File: src/csf_defines.svh
// register map, field positions and reset values of the status flag block
`ifndef CSF_DEFINES_SVH
`define CSF_DEFINES_SVH

// byte addresses on the apb bus
`define CSF_ADDR_STATUS   12'h000
`define CSF_ADDR_CORE     12'h004
`define CSF_ADDR_INTCTL   12'h008
`define CSF_ADDR_EVSTAT   12'h00C
`define CSF_ADDR_EVMASK   12'h010
`define CSF_ADDR_PRIO     12'h014

// status word bit positions
`define CSF_B_OA    15
`define CSF_B_OB    14
`define CSF_B_SA    13
`define CSF_B_SB    12
`define CSF_B_OAB   11
`define CSF_B_SAB   10
`define CSF_B_DA    9
`define CSF_B_DC    8
`define CSF_B_IPLH  7
`define CSF_B_IPLL  5
`define CSF_B_RA    4
`define CSF_B_N     3
`define CSF_B_OV    2
`define CSF_B_Z     1
`define CSF_B_C     0

// core control priority extension and interrupt control nesting disable positions
`define CSF_B_PEXT  3
`define CSF_B_NEST  15

// event status bits
`define CSF_EV_SATA 0
`define CSF_EV_SATB 1
`define CSF_EV_OVA  2
`define CSF_EV_OVB  3
`define CSF_EV_W    4

// nibble and byte carry positions
`define CSF_HC_BYTE 4
`define CSF_HC_WORD 8

`define CSF_RST_W16 16'h0000
`define CSF_IPL_TOP 3'h7
`define CSF_NUM_REGS 6
`endif

File: src/csf_pkg.sv
// types shared by the status flag block
package csf_pkg;
    // flag updates from the execution unit, one instruction at a time
    typedef struct packed {
        logic       valid;   // an instruction retires this cycle
        logic       ovf_a;
        logic       ovf_b;
        logic       sat_a;
        logic       sat_b;
        logic       upd_z;   // instruction affects the zero flag
        logic       res_zero;
        logic       upd_alu; // updates n, ov, c, half carry
        logic       is_byte;
        logic       neg;
        logic       ovf;
        logic       carry;
        logic [8:0] carries; // per-bit carry out of the adder
    } csf_exec_t;

    // loop sequencer levels
    typedef struct packed {
        logic block_loop;
        logic rep_loop;
    } csf_loop_t;

    typedef enum logic [1:0] {
        CSF_IDLE,
        CSF_ACCESS
    } csf_apb_st_t;
endpackage

File: src/csf_prio.sv
// priority level former and user interrupt gate
`include "csf_defines.svh"
module csf_prio
    import csf_pkg::*;
(
    input  wire logic       pclk,
    input  wire logic       presetn,
    input  wire logic [2:0] level_bits,
    input  wire logic       level_msb,
    output logic      [3:0] level_r,
    output logic            user_irq_off_r
);
    // registered so the top outputs come from flip-flops
    always_ff @(posedge pclk or negedge presetn) begin
        if (!presetn) begin
            level_r        <= 4'h0;
            user_irq_off_r <= 1'b0;
        end else begin
            level_r        <= {level_msb, level_bits};
            // extension bit or top level both mask user sources
            user_irq_off_r <= level_msb
                           || (level_bits == `CSF_IPL_TOP);
        end
    end

    // extension bit masks user sources one cycle later
    property p_ext_off;
        @(posedge pclk) disable iff (!presetn)
        level_msb |=> user_irq_off_r;
    endproperty
    a_ext_off: assert property (p_ext_off)
        else $error("extension bit did not disable user interrupts");

    // top code of the three bits masks user sources as well
    property p_top_off;
        @(posedge pclk) disable iff (!presetn)
        level_bits == `CSF_IPL_TOP |=> user_irq_off_r;
    endproperty
    a_top_off: assert property (p_top_off)
        else $error("top priority level did not disable user interrupts");

    // level is extension bit above the three status bits
    property p_level;
        @(posedge pclk) disable iff (!presetn)
        1'b1 |=> level_r == $past({level_msb, level_bits});
    endproperty
    a_level: assert property (p_level)
        else $error("priority level wrong");
endmodule

File: src/csf_top.sv
// cpu status word with apb access, event interrupt and priority gate
//
// Contract
// - accumulator a overflow flag follows overflow
// - accumulator b overflow flag follows overflow
// - a saturation flag sticky until software clears
// - b saturation flag sticky until software clears
// - combined overflow is or, clear only
// - combined saturation is or, clear only
// - block loop active flag, read only
// - half carry from bit four or eight
// - priority level adds extension bit as msb
// - extension bit set disables user interrupts
// - priority bits binary, seven disables interrupts
// - priority bits read only when nesting disabled
// - repeat active flag, read only
// - zero flag cleared by nonzero result or by a software write
`include "csf_defines.svh"
module csf_top
    import csf_pkg::*;
#(
    parameter int ADDR_W = 12
)(
    input  wire logic              pclk,
    input  wire logic              presetn,
    input  wire logic              psel,
    input  wire logic              penable,
    input  wire logic              pwrite,
    input  wire logic [ADDR_W-1:0] paddr,
    input  wire logic [31:0]       pwdata,
    output logic      [31:0]       prdata,
    output logic                   pready,
    output logic                   pslverr,
    input  wire csf_exec_t         exec,
    input  wire csf_loop_t         loops,
    output logic      [15:0]       status_word,
    output logic      [3:0]        cpu_level,
    output logic                   user_irq_off,
    output logic                   irq
);
    // decode slices a 12-bit offset, so wider buses are not served
    if (ADDR_W < 8 || ADDR_W > 12) begin : g_addr_chk
        $error("address width outside what the decode serves");
    end

    logic [15:0] sr_r;
    logic [15:0] core_r;
    logic [15:0] intctl_r;
    logic [4:0]  ev_r;
    logic [4:0]  mask_r;
    logic [31:0] prdata_r;
    logic        pready_r;
    logic        pslverr_r;
    logic        irq_r;
    logic [15:0] sr_nxt;
    csf_apb_st_t st_r;

    // address decode, used by both write and read paths
    function automatic logic hit(input logic [ADDR_W-1:0] a,
                                 input logic [11:0]       o);
        hit = (a[ADDR_W-1:2] == o[ADDR_W-1:2]);
    endfunction

    function automatic logic known(input logic [ADDR_W-1:0] a);
        known = hit(a, `CSF_ADDR_STATUS) || hit(a, `CSF_ADDR_CORE)
             || hit(a, `CSF_ADDR_INTCTL) || hit(a, `CSF_ADDR_EVSTAT)
             || hit(a, `CSF_ADDR_EVMASK) || hit(a, `CSF_ADDR_PRIO);
    endfunction

    // write lands on the access edge; answer comes one cycle after setup
    logic wr_go;
    logic rd_go;
    assign wr_go = psel && penable && pwrite && (st_r == CSF_ACCESS);
    assign rd_go = psel && penable && !pwrite && (st_r == CSF_ACCESS);

    // apb phase tracker: setup then zero-wait access
    always_ff @(posedge pclk or negedge presetn) begin
        if (!presetn) begin
            st_r <= CSF_IDLE;
        end else begin
            case (st_r)
                CSF_IDLE:   st_r <= (psel && !penable) ? CSF_ACCESS
                                                       : CSF_IDLE;
                CSF_ACCESS: st_r <= CSF_IDLE;
                default:    st_r <= CSF_IDLE;
            endcase
        end
    end

    // next status word; hardware events win over software writes
    always_comb begin
        logic [15:0] w;
        logic        sa;
        logic        sb;
        w      = pwdata[15:0];
        sr_nxt = sr_r;
        sa     = sr_r[`CSF_B_SA];
        sb     = sr_r[`CSF_B_SB];
        if (wr_go && hit(paddr, `CSF_ADDR_STATUS)) begin
            sr_nxt[`CSF_B_OA] = w[`CSF_B_OA];
            sr_nxt[`CSF_B_OB] = w[`CSF_B_OB];
            // combined bits only clear: zero clears both sources
            if (!w[`CSF_B_OAB]) begin
                sr_nxt[`CSF_B_OA] = 1'b0;
                sr_nxt[`CSF_B_OB] = 1'b0;
            end
            sa = w[`CSF_B_SA];
            sb = w[`CSF_B_SB];
            if (!w[`CSF_B_SAB]) begin
                sa = 1'b0;
                sb = 1'b0;
            end
            sr_nxt[`CSF_B_DC] = w[`CSF_B_DC];
            if (!intctl_r[`CSF_B_NEST]) begin
                sr_nxt[`CSF_B_IPLH:`CSF_B_IPLL] =
                    w[`CSF_B_IPLH:`CSF_B_IPLL];
            end
            sr_nxt[`CSF_B_N]  = w[`CSF_B_N];
            sr_nxt[`CSF_B_OV] = w[`CSF_B_OV];
            sr_nxt[`CSF_B_Z]  = w[`CSF_B_Z];
            sr_nxt[`CSF_B_C]  = w[`CSF_B_C];
        end
        if (exec.valid) begin
            // overflow level tracks the latest accumulator result
            sr_nxt[`CSF_B_OA] = exec.ovf_a;
            sr_nxt[`CSF_B_OB] = exec.ovf_b;
            sa = sa | exec.sat_a;
            sb = sb | exec.sat_b;
            if (exec.upd_z) begin
                // zero flag: nonzero clears, zero sets
                sr_nxt[`CSF_B_Z] = exec.res_zero ? 1'b1 : 1'b0;
            end
            if (exec.upd_alu) begin
                sr_nxt[`CSF_B_DC] = exec.is_byte
                    ? exec.carries[`CSF_HC_BYTE - 1]
                    : exec.carries[`CSF_HC_WORD - 1];
                sr_nxt[`CSF_B_N]  = exec.neg;
                sr_nxt[`CSF_B_OV] = exec.ovf;
                sr_nxt[`CSF_B_C]  = exec.carry;
            end
        end
        sr_nxt[`CSF_B_SA]  = sa;
        sr_nxt[`CSF_B_SB]  = sb;
        // combined bits are derived, so they cannot be set alone
        sr_nxt[`CSF_B_OAB] = sr_nxt[`CSF_B_OA] | sr_nxt[`CSF_B_OB];
        sr_nxt[`CSF_B_SAB] = sa | sb;
        sr_nxt[`CSF_B_DA]  = loops.block_loop;
        sr_nxt[`CSF_B_RA]  = loops.rep_loop;
    end

    // status word register, zero at power-on
    always_ff @(posedge pclk or negedge presetn) begin
        if (!presetn) begin
            sr_r <= `CSF_RST_W16;
        end else begin
            sr_r <= sr_nxt;
        end
    end

    // core control and interrupt control words
    always_ff @(posedge pclk or negedge presetn) begin
        if (!presetn) begin
            core_r   <= `CSF_RST_W16;
            intctl_r <= `CSF_RST_W16;
        end else begin
            if (wr_go && hit(paddr, `CSF_ADDR_CORE)) begin
                core_r <= pwdata[15:0];
            end
            if (wr_go && hit(paddr, `CSF_ADDR_INTCTL)) begin
                intctl_r <= pwdata[15:0];
            end
        end
    end

    // event sticky bits: a set in the clearing cycle wins
    logic [4:0] ev_set;
    assign ev_set = {wr_go && hit(paddr, `CSF_ADDR_STATUS),
                     exec.valid & exec.ovf_b,
                     exec.valid & exec.ovf_a,
                     exec.valid & exec.sat_b & ~sr_r[`CSF_B_SB],
                     exec.valid & exec.sat_a & ~sr_r[`CSF_B_SA]};

    always_ff @(posedge pclk or negedge presetn) begin
        if (!presetn) begin
            ev_r   <= 5'h0_0;
            mask_r <= 5'h0_0;
        end else begin
            if (wr_go && hit(paddr, `CSF_ADDR_EVSTAT)) begin
                ev_r <= (ev_r & ~pwdata[4:0]) | ev_set;
            end else begin
                ev_r <= ev_r | ev_set;
            end
            if (wr_go && hit(paddr, `CSF_ADDR_EVMASK)) begin
                mask_r <= pwdata[4:0];
            end
        end
    end

    // level interrupt from unmasked sticky events
    always_ff @(posedge pclk or negedge presetn) begin
        if (!presetn) begin
            irq_r <= 1'b0;
        end else begin
            irq_r <= |(ev_r & mask_r);
        end
    end

    // read path and answer; unmapped addresses answer with pslverr
    always_ff @(posedge pclk or negedge presetn) begin
        if (!presetn) begin
            prdata_r  <= 32'h0000_0000;
            pready_r  <= 1'b0;
            pslverr_r <= 1'b0;
        end else begin
            pready_r  <= psel && !penable;
            pslverr_r <= psel && !penable && !known(paddr);
            prdata_r  <= 32'h0000_0000;
            if (psel && !penable && !pwrite) begin
                if (hit(paddr, `CSF_ADDR_STATUS))
                    prdata_r <= {16'h0000, sr_r};
                else if (hit(paddr, `CSF_ADDR_CORE))
                    prdata_r <= {16'h0000, core_r};
                else if (hit(paddr, `CSF_ADDR_INTCTL))
                    prdata_r <= {16'h0000, intctl_r};
                else if (hit(paddr, `CSF_ADDR_EVSTAT))
                    prdata_r <= {27'h000_0000, ev_r};
                else if (hit(paddr, `CSF_ADDR_EVMASK))
                    prdata_r <= {27'h000_0000, mask_r};
                else if (hit(paddr, `CSF_ADDR_PRIO))
                    prdata_r <= {27'h000_0000, user_irq_off, cpu_level};
            end
        end
    end

    assign prdata      = prdata_r;
    assign pready      = pready_r;
    assign pslverr     = pslverr_r;
    assign status_word = sr_r;
    assign irq         = irq_r;

    csf_prio u_prio (
        .pclk           (pclk),
        .presetn        (presetn),
        .level_bits     (sr_r[`CSF_B_IPLH:`CSF_B_IPLL]),
        .level_msb      (core_r[`CSF_B_PEXT]),
        .level_r        (cpu_level),
        .user_irq_off_r (user_irq_off)
    );

    // assertions
    property p_ova;
        @(posedge pclk) disable iff (!presetn)
        exec.valid |=> sr_r[`CSF_B_OA] == $past(exec.ovf_a);
    endproperty
    a_ova: assert property (p_ova) else $error("overflow a wrong");

    property p_ovb;
        @(posedge pclk) disable iff (!presetn)
        exec.valid |=> sr_r[`CSF_B_OB] == $past(exec.ovf_b);
    endproperty
    a_ovb: assert property (p_ovb) else $error("overflow b wrong");

    property p_sta;
        @(posedge pclk) disable iff (!presetn)
        sr_r[`CSF_B_SA] && !wr_go |=> sr_r[`CSF_B_SA];
    endproperty
    a_sta: assert property (p_sta) else $error("sat a lost");

    property p_stb;
        @(posedge pclk) disable iff (!presetn)
        exec.valid && exec.sat_b |=> sr_r[`CSF_B_SB];
    endproperty
    a_stb: assert property (p_stb) else $error("sat b not set");

    property p_oab;
        @(posedge pclk) disable iff (!presetn)
        sr_r[`CSF_B_OAB] == (sr_r[`CSF_B_OA] | sr_r[`CSF_B_OB]);
    endproperty
    a_oab: assert property (p_oab) else $error("oab mismatch");

    property p_sab;
        @(posedge pclk) disable iff (!presetn)
        sr_r[`CSF_B_SAB] == (sr_r[`CSF_B_SA] | sr_r[`CSF_B_SB]);
    endproperty
    a_sab: assert property (p_sab) else $error("sab mismatch");

    property p_loops;
        @(posedge pclk) disable iff (!presetn)
        1'b1 |=> sr_r[`CSF_B_DA] == $past(loops.block_loop)
              && sr_r[`CSF_B_RA] == $past(loops.rep_loop);
    endproperty
    a_loops: assert property (p_loops) else $error("loop flag");

    property p_zero;
        @(posedge pclk) disable iff (!presetn)
        sr_r[`CSF_B_Z] && !(exec.valid && exec.upd_z) && !wr_go
        |=> sr_r[`CSF_B_Z];
    endproperty
    a_zero: assert property (p_zero) else $error("zero cleared");

    property p_ipl;
        @(posedge pclk) disable iff (!presetn)
        intctl_r[`CSF_B_NEST] |=> $stable(sr_r[`CSF_B_IPLH:`CSF_B_IPLL]);
    endproperty
    a_ipl: assert property (p_ipl) else $error("ipl changed");

    // half carry follows the nibble or byte carry of the operand size
    property p_dc;
        @(posedge pclk) disable iff (!presetn)
        exec.valid && exec.upd_alu |=> sr_r[`CSF_B_DC] == $past(
            exec.is_byte ? exec.carries[`CSF_HC_BYTE - 1]
                         : exec.carries[`CSF_HC_WORD - 1]);
    endproperty
    a_dc: assert property (p_dc) else $error("half carry wrong");

    // clearing the combined bit empties both sources, unless a new one
    property p_satclr;
        @(posedge pclk) disable iff (!presetn)
        wr_go && hit(paddr, `CSF_ADDR_STATUS) && !pwdata[`CSF_B_SAB]
            && !(exec.valid && (exec.sat_a || exec.sat_b))
        |=> !sr_r[`CSF_B_SA] && !sr_r[`CSF_B_SB];
    endproperty
    a_satclr: assert property (p_satclr)
        else $error("saturation flags not cleared");

    // every setup cycle is answered in the next cycle
    property p_ans;
        @(posedge pclk) disable iff (!presetn)
        psel && !penable |=> pready;
    endproperty
    a_ans: assert property (p_ans) else $error("no answer after setup");

    // an unmasked sticky event raises the level interrupt
    property p_irq;
        @(posedge pclk) disable iff (!presetn)
        (ev_r & mask_r) != 5'h00 |=> irq;
    endproperty
    a_irq: assert property (p_irq) else $error("interrupt not raised");

    // a software write to the status word is always recorded
    property p_evw;
        @(posedge pclk) disable iff (!presetn)
        wr_go && hit(paddr, `CSF_ADDR_STATUS) |=> ev_r[`CSF_EV_W];
    endproperty
    a_evw: assert property (p_evw) else $error("write event lost");

    c_sat: cover property (@(posedge pclk) disable iff (!presetn)
        exec.valid && exec.sat_a ##1 sr_r[`CSF_B_SAB]);
    c_irq: cover property (@(posedge pclk) disable iff (!presetn) irq);
    c_off: cover property (@(posedge pclk) disable iff (!presetn)
        user_irq_off);
endmodule

File: config.mk
export PLATFORM = sky130hd
export DESIGN_NAME = csf_top
export DESIGN_NICKNAME = d
export VERILOG_FILES = /design/src/csf_pkg.sv /design/src/csf_prio.sv /design/src/csf_top.sv
export VERILOG_INCLUDE_DIRS = /design/src /design/src/src
export SDC_FILE = /design/constraint.sdc
export NUM_CORES = 1
export LEC_CHECK = 0
export ABC_AREA = 1
export BUFFER_PORTS_ARGS = -buffer_cell sky130_fd_sc_hd__buf_4
export CAP_MARGIN = 20
export CORE_ASPECT_RATIO = 0.75
export CORE_MARGIN = 2
export CORE_UTILIZATION = 55
export CTS_CLUSTER_DIAMETER = 100
export DETAILED_ROUTE_END_ITERATION = 10
export PLACE_DENSITY = 0.9
export SETUP_SLACK_MARGIN = 0.02
export SLEW_MARGIN = 10
export SYNTH_ARGS = -nofsm -noshare
export SYNTH_HDL_FRONTEND = slang
export SYNTH_SLANG_ARGS = --single-unit
File: constraint.sdc
create_clock -name pclk -period 2.9 [get_ports pclk]
set_input_delay 0.145 -clock pclk [delete_from_list [all_inputs] [get_ports pclk]]
set_output_delay 0.145 -clock pclk [all_outputs]
set_load 0.02 [all_outputs]
=== Word-level counts from Yosys, hierarchy flattened ===
Index checks and enable logic that the tools add are counted.

* Memory bits (read-only): 0
* Memory bits (writable): 0
* Output and inout port bits: 56
* Bits in registers: 100
* Memories kept: 0
* Latch bits: 0

* Shift operators: 0
* Add/sub/neg operators: 0
* Order comparisons: 0
* Div/mod/pow operators: 0
* $mul: 0
* Eq/ne operators: 7
* Bitwise operators: 18
* Multiplexer cells: 30
* Reductions and logical operators: 24

{| class="wikitable"
|+ Operators with widths
! cell !! count
|-
| $mux W16 || 4
|-
| $eq A10 B2 Y1 const B || 2
|-
| $eq A10 B3 Y1 const B || 2
|-
| $mux W5 || 4
|-
| $mux W1 || 13
|-
| $mux W4 || 3
|-
| $logic_and A1 B1 Y1 || 11
|-
| $and A5 B5 Y5 || 2
|-
| $eq A10 B1 Y1 const B || 1
|-
| $logic_not A10 Y1 || 1
|-
| $mux W2 || 5
|-
| $or A5 B5 Y5 || 2
|-
| $and A1 B1 Y1 || 6
|-
| $logic_or A1 B1 Y1 || 6
|-
| $not A5 Y5 || 1
|-
| $reduce_or A5 Y1 || 1
|-
| $or A1 B1 Y1 || 4
|-
| $eq A3 B3 Y1 const B || 1
|-
| $logic_not A1 Y1 || 3
|-
| $mux W3 || 1
|-
| $not A1 Y1 || 3
|-
| $eq A2 B1 Y1 const B || 1
|-
| $logic_not A2 Y1 || 1
|-
| $reduce_and A2 Y1 || 1
|}

=== Logic depth before layout (Yosys ltp) ===
* Depth after elaboration: 8
* Mapped depth: 10
* Depth with buffers taken out: 9

=== By module ===
A second synthesis with hierarchy kept.

* Cells, all modules: 457
* Area, all modules: 3973.8 um^2

{| class="wikitable"
|+ By module, submodules not included
! module !! cells each !! times used !! area each (um^2) !! sequential area each (um^2)
|-
| csf_top || 449 || 1 || 3836.2 || 1951.9
|-
| csf_prio || 8 || 1 || 137.6 || 125.1
|}

=== Least setup slack after synthesis ===
Ideal clock, no wire load.

* Kind: flip-flop to flip-flop
* Start: register st_r[0]
* End: register ev_r[0]
* Buffers on the path: 0
* Setup slack: 1622 ps
* Cell stages (with the launch flop): 6
* Arrival time: 1144 ps
* Cells stage by stage: dfrtp_1 > nand2_1 > nor2_2 > nand4_1 > o21ai_0 > o21ai_0

* Word-level cells in the longest chain between the ends: 4

{| class="wikitable"
|+ RTL lines
! element !! RTL line !! RTL
|-
| from (decl) || csf_top.sv:56 || <nowiki>csf_apb_st_t st_r;</nowiki>
|-
| from (signal assigned) || csf_top.sv:82 || <nowiki>CSF_IDLE: st_r <= (psel && !penable) ? CSF_ACCESS</nowiki>
|-
| $eq A2 B1 Y1 || - ||
|-
| $logic_and A1 B1 Y1 || csf_top.sv:73 || <nowiki>assign wr_go = psel && penable && pwrite && (st_r == CSF_ACCESS);</nowiki>
|-
| $logic_and A1 B1 Y1 || csf_top.sv:188 || <nowiki>if (wr_go && hit(paddr, `CSF_ADDR_EVSTAT)) begin</nowiki>
|-
| $mux W5 || csf_top.sv:188 ||
|-
| to (signal assigned) || csf_top.sv:189 || <nowiki>ev_r <= (ev_r & ~pwdata[4:0]) | ev_set;</nowiki>
|-
| to (signal assigned) || csf_top.sv:191 || <nowiki>ev_r <= ev_r | ev_set;</nowiki>
|-
| to (decl) || csf_top.sv:49 || <nowiki>logic [4:0] ev_r;</nowiki>
|}

Every way passes these cells.
A chain may end at the register's enable or synchronous reset.

=== Worst setup path after layout ===
* Start: input penable
* End: register intctl_r[7]

* Word-level cells in the longest chain between the ends: 4

{| class="wikitable"
|+ RTL lines
! element !! RTL line !! RTL
|-
| from (decl) || csf_top.sv:27 || <nowiki>input wire logic penable,</nowiki>
|-
| $logic_and A1 B1 Y1 || - ||
|-
| $logic_and A1 B1 Y1 (2 in series) || csf_top.sv:73 ||
|-
| $logic_and A1 B1 Y1 || csf_top.sv:169 || <nowiki>if (wr_go && hit(paddr, `CSF_ADDR_INTCTL)) begin</nowiki>
|-
| to (signal assigned) || csf_top.sv:164 || <nowiki>intctl_r <= `CSF_RST_W16;</nowiki>
|-
| to (signal assigned) || csf_top.sv:170 || <nowiki>intctl_r <= pwdata[15:0];</nowiki>
|-
| to (decl) || csf_top.sv:48 || <nowiki>logic [15:0] intctl_r;</nowiki>
|}

Every way passes these cells.

==> reports/summary.txt <==
Status: completed
DR WL/cell: 14.9 um
Prevailing post-synth register cell: dfrtp_1
Syn-to-layout area delta: 22.3%
Root Buffer: clkbuf_8
Yosys Warn Count: 0
Vias per cell: 5.26
Final Hold Viols: 0
Row cnt: 26
Antenna Cells: 0
Layout cell share with drive strength beyond 1: 0.256
Final min period: 1790 ps
Sequential standard cell area: 2080 um^2
Later-pin clock latency in the skew report: 350 ps
Sink Count: 83
H-tree depth: 3
Critical Path Start: penable
Hold Path Origin: psel
Asr flop ratio synth: 1.00
Gp weighted congestion: 0.950
Worst Path Class, Setup: in -> reg
PwrDens: 469 nW/um^2
Setup Skew: 7.33 ps
Mapped Area: 4030 um^2
Drt pass-1 iters: 4
Reg clk slew, reported paths: 80 ps
Initial Utilization: 0.579
Die area: 8040 um^2
Mean area per synthesized cell: 8.44 um^2
WL final: 10000 um
Pins Over Slew Limit: 0
VDD IR max: 0.287 mV
Max frequency: 558 MHz
Synth Instances: 478
Critical R2R Launch: st_r[0]
Setup WS post-layout: 1110 ps
Vias: 3541
Initial detailed-routing violation count: 348
Area contributors post-synth: dfrtp_1, nand2_1, inv_1, o21ai_2, nand3_1
Leakage power: 2.70 nW
Top cell type by total area after synthesis: dfrtp_1
Yosys reg bits: 83
Tightest Pin Transition: 523 ps
TNS Setup: 0 ps
Port buffer count: 86
CTS max path bufs: 2
Hold WC Path Type: in -> reg
Postcts setup bufs: 0
Relative slew slack: 0.651
GRT Util Overall: 0.266
Synth top area share: 0.515
Final Util: 0.708
Ports: 128
Multi-input combinational cell area: 1530 um^2
GRT overflow: 0
Nets@finish: 642
Vias in the first global route: 3258
Die height: 78.2 um
CTS Buf Count: 9
DR DRC count: 0
Pre-CTS setup slack: 1030 ps
Crit path DAT: 2030 ps
TritonCTS clock tree: yes
First-pass GRT wire length: 16000 um
WP data required: 3130 ps
Setup repair after global routing missed its margin: false
Post-DP HPWL: 7110 um
Post-CTS sizing: 0
Number of flops mapped to enable cells by yosys: 0
Worst Setup End Kind: flop
Yosys cell types: 32
Largest net degree at the start of global routing: 84
Critical path launch point type: input pin
Total Power: 2.31 mW
Standard cell core area: 6960 um^2
Worst Path Max Fanout: 32
Die Width: 103 um
Period utilization: 0.618
Initial antenna violation count: 0
Seq/Total Area, Yosys: 0.515
Fill count: 551
Max_cap viols: 0
Routed Antenna Nets: 0
Final setup vio count: 0
## cells in the final DEF (no fill, tap or decap), types with 2 or more instances in the layout
master | Yosys | final
nand2_1 | 139 | 139
buf_4 | 16 | 89
dfrtp_1 | 83 | 83
inv_1 | 64 | 64
nand3_1 | 28 | 28
o21ai_0 | 23 | 23
nor2_1 | 19 | 19
a21oi_1 | 17 | 17
o21ai_2 | 17 | 17
conb_1 | 1 | 16
o21ai_1 | 15 | 15
clkbuf_8 | 0 | 9
nand4_1 | 7 | 7
nor2_2 | 5 | 5
nand2_2 | 5 | 5
nand3_2 | 4 | 4
dlygate4sd3_1 | 0 | 4
inv_2 | 3 | 3
nand2_4 | 3 | 3
nor3_1 | 3 | 3
nor2_4 | 2 | 2
o22ai_1 | 2 | 2
clkinv_2 | 0 | 2
clkbuf_1 | 0 | 2
bufinv_16 | 0 | 2
## critical path: stages
cell and delay (ps):
dlygate4sd3_1 530, buf_4 110, nand2_1 60, nor2_2 420, buf_4 240, nand2_4 260
nand2_1 180, o21ai_2 70
## cell type report
class,instances,share of cell area
Sequential cell,83,0.421
Multi-Input combinational cell,313,0.309
Timing Repair Buffer,94,0.149
Inverter,69,0.0530
Clock buffer,11,0.0266
Tap cell,98,0.0249
Clock inverter,5,0.0157
## repair_timing
action,in CTS,in global routing
setup endpoints to repair,0,0
hold endpoints to repair,49,0
hold buffers,4,0
## cell families (layout without fill, tap and decap cells)
| logic type | count (synthesis) | in the layout | share of synthesized area |
|---|---|---|---|
| other cells | 1 | 16 | 0.000930 |
| buf+inv | 97 | 179 | 0.120 |
| flops | 83 | 83 | 0.515 |
| simple gates | 219 | 219 | 0.248 |
| compound gates | 78 | 78 | 0.116 |
## worst paths after layout
| check | depth (start not counted) | end | slack (ps) |
|---|---|---|---|
| max | 8 | intctl_r[7] | 1110 |
| min | 3 | pready | 50 |
| max reg2reg | 6 | intctl_r[7] | 1200 |
| min reg2reg | 1 | st_r[0] | 430 |
| max in group asynchronous | 3 | prdata[13] | 2070 |
| min in group asynchronous | 2 | status_word[6] | 230 |
## cell usage after synthesis, types with 2 or more instances
library cell,instances
o21ai_0,23
nand4_1,7
o21ai_1,15
nor2_2,5
buf_6,7
nor3_1,3
o22ai_1,2
nor2_1,19
nand2_1,139
nand2_4,3
o21ai_2,17
buf_4,16
inv_1,64
nand2_2,5
a21oi_1,17
inv_2,3
nand3_1,28
dfrtp_1,83
buf_2,5
nand3_2,4
nor2_4,2
## metrics by stage
step | hold WS, ps | std cells | area [um^2]
2_1_floorplan | -151 | 493 | 4090
3_3_place_gp | 255 | 652 | 4660
3_5_place_dp | 261 | 652 | 4660
4_1_cts | 38.3 | 672 | 4900
5_1_grt | 37.8 | 673 | 4930
6_report | 50.2 | 673 | 4930
## power breakdown
| part | internal (mW) | switching [mW] |
|---|---|---|
| Combinational | 0.0902 | 0.145 |
| Clock | 0.483 | 0.399 |
| Sequential | 1.18 | 0.0199 |
## routing by layer
| metal | global-route usage | routed length [um] | vias to the layer above | share of wire |
|---|---|---|---|---|
| met3 | 0.0588 | 879 | 13 | 0.088 |
| met2 | 0.405 | 4580 | 203 | 0.46 |
| li1 | - | - | 1667 | - |
| met1 | 0.384 | 4420 | 1658 | 0.44 |
| met4 | 0.0829 | 131 | 0 | 0.013 |
| met5 | 0 | 0 | - | 0 |
## sequential cells by signal, indices dropped and copies added, names as in the netlist
signal / cells
intctl_r: 16
core_r: 16
prdata: 16
u_prio.level_r: 4
ev_r: 5
pready: 1
u_prio.user_irq_off_r: 1
pslverr: 1
status_word: 16
st_r: 1
irq: 1
mask_r: 5
(Power assumes the default switching activity.)
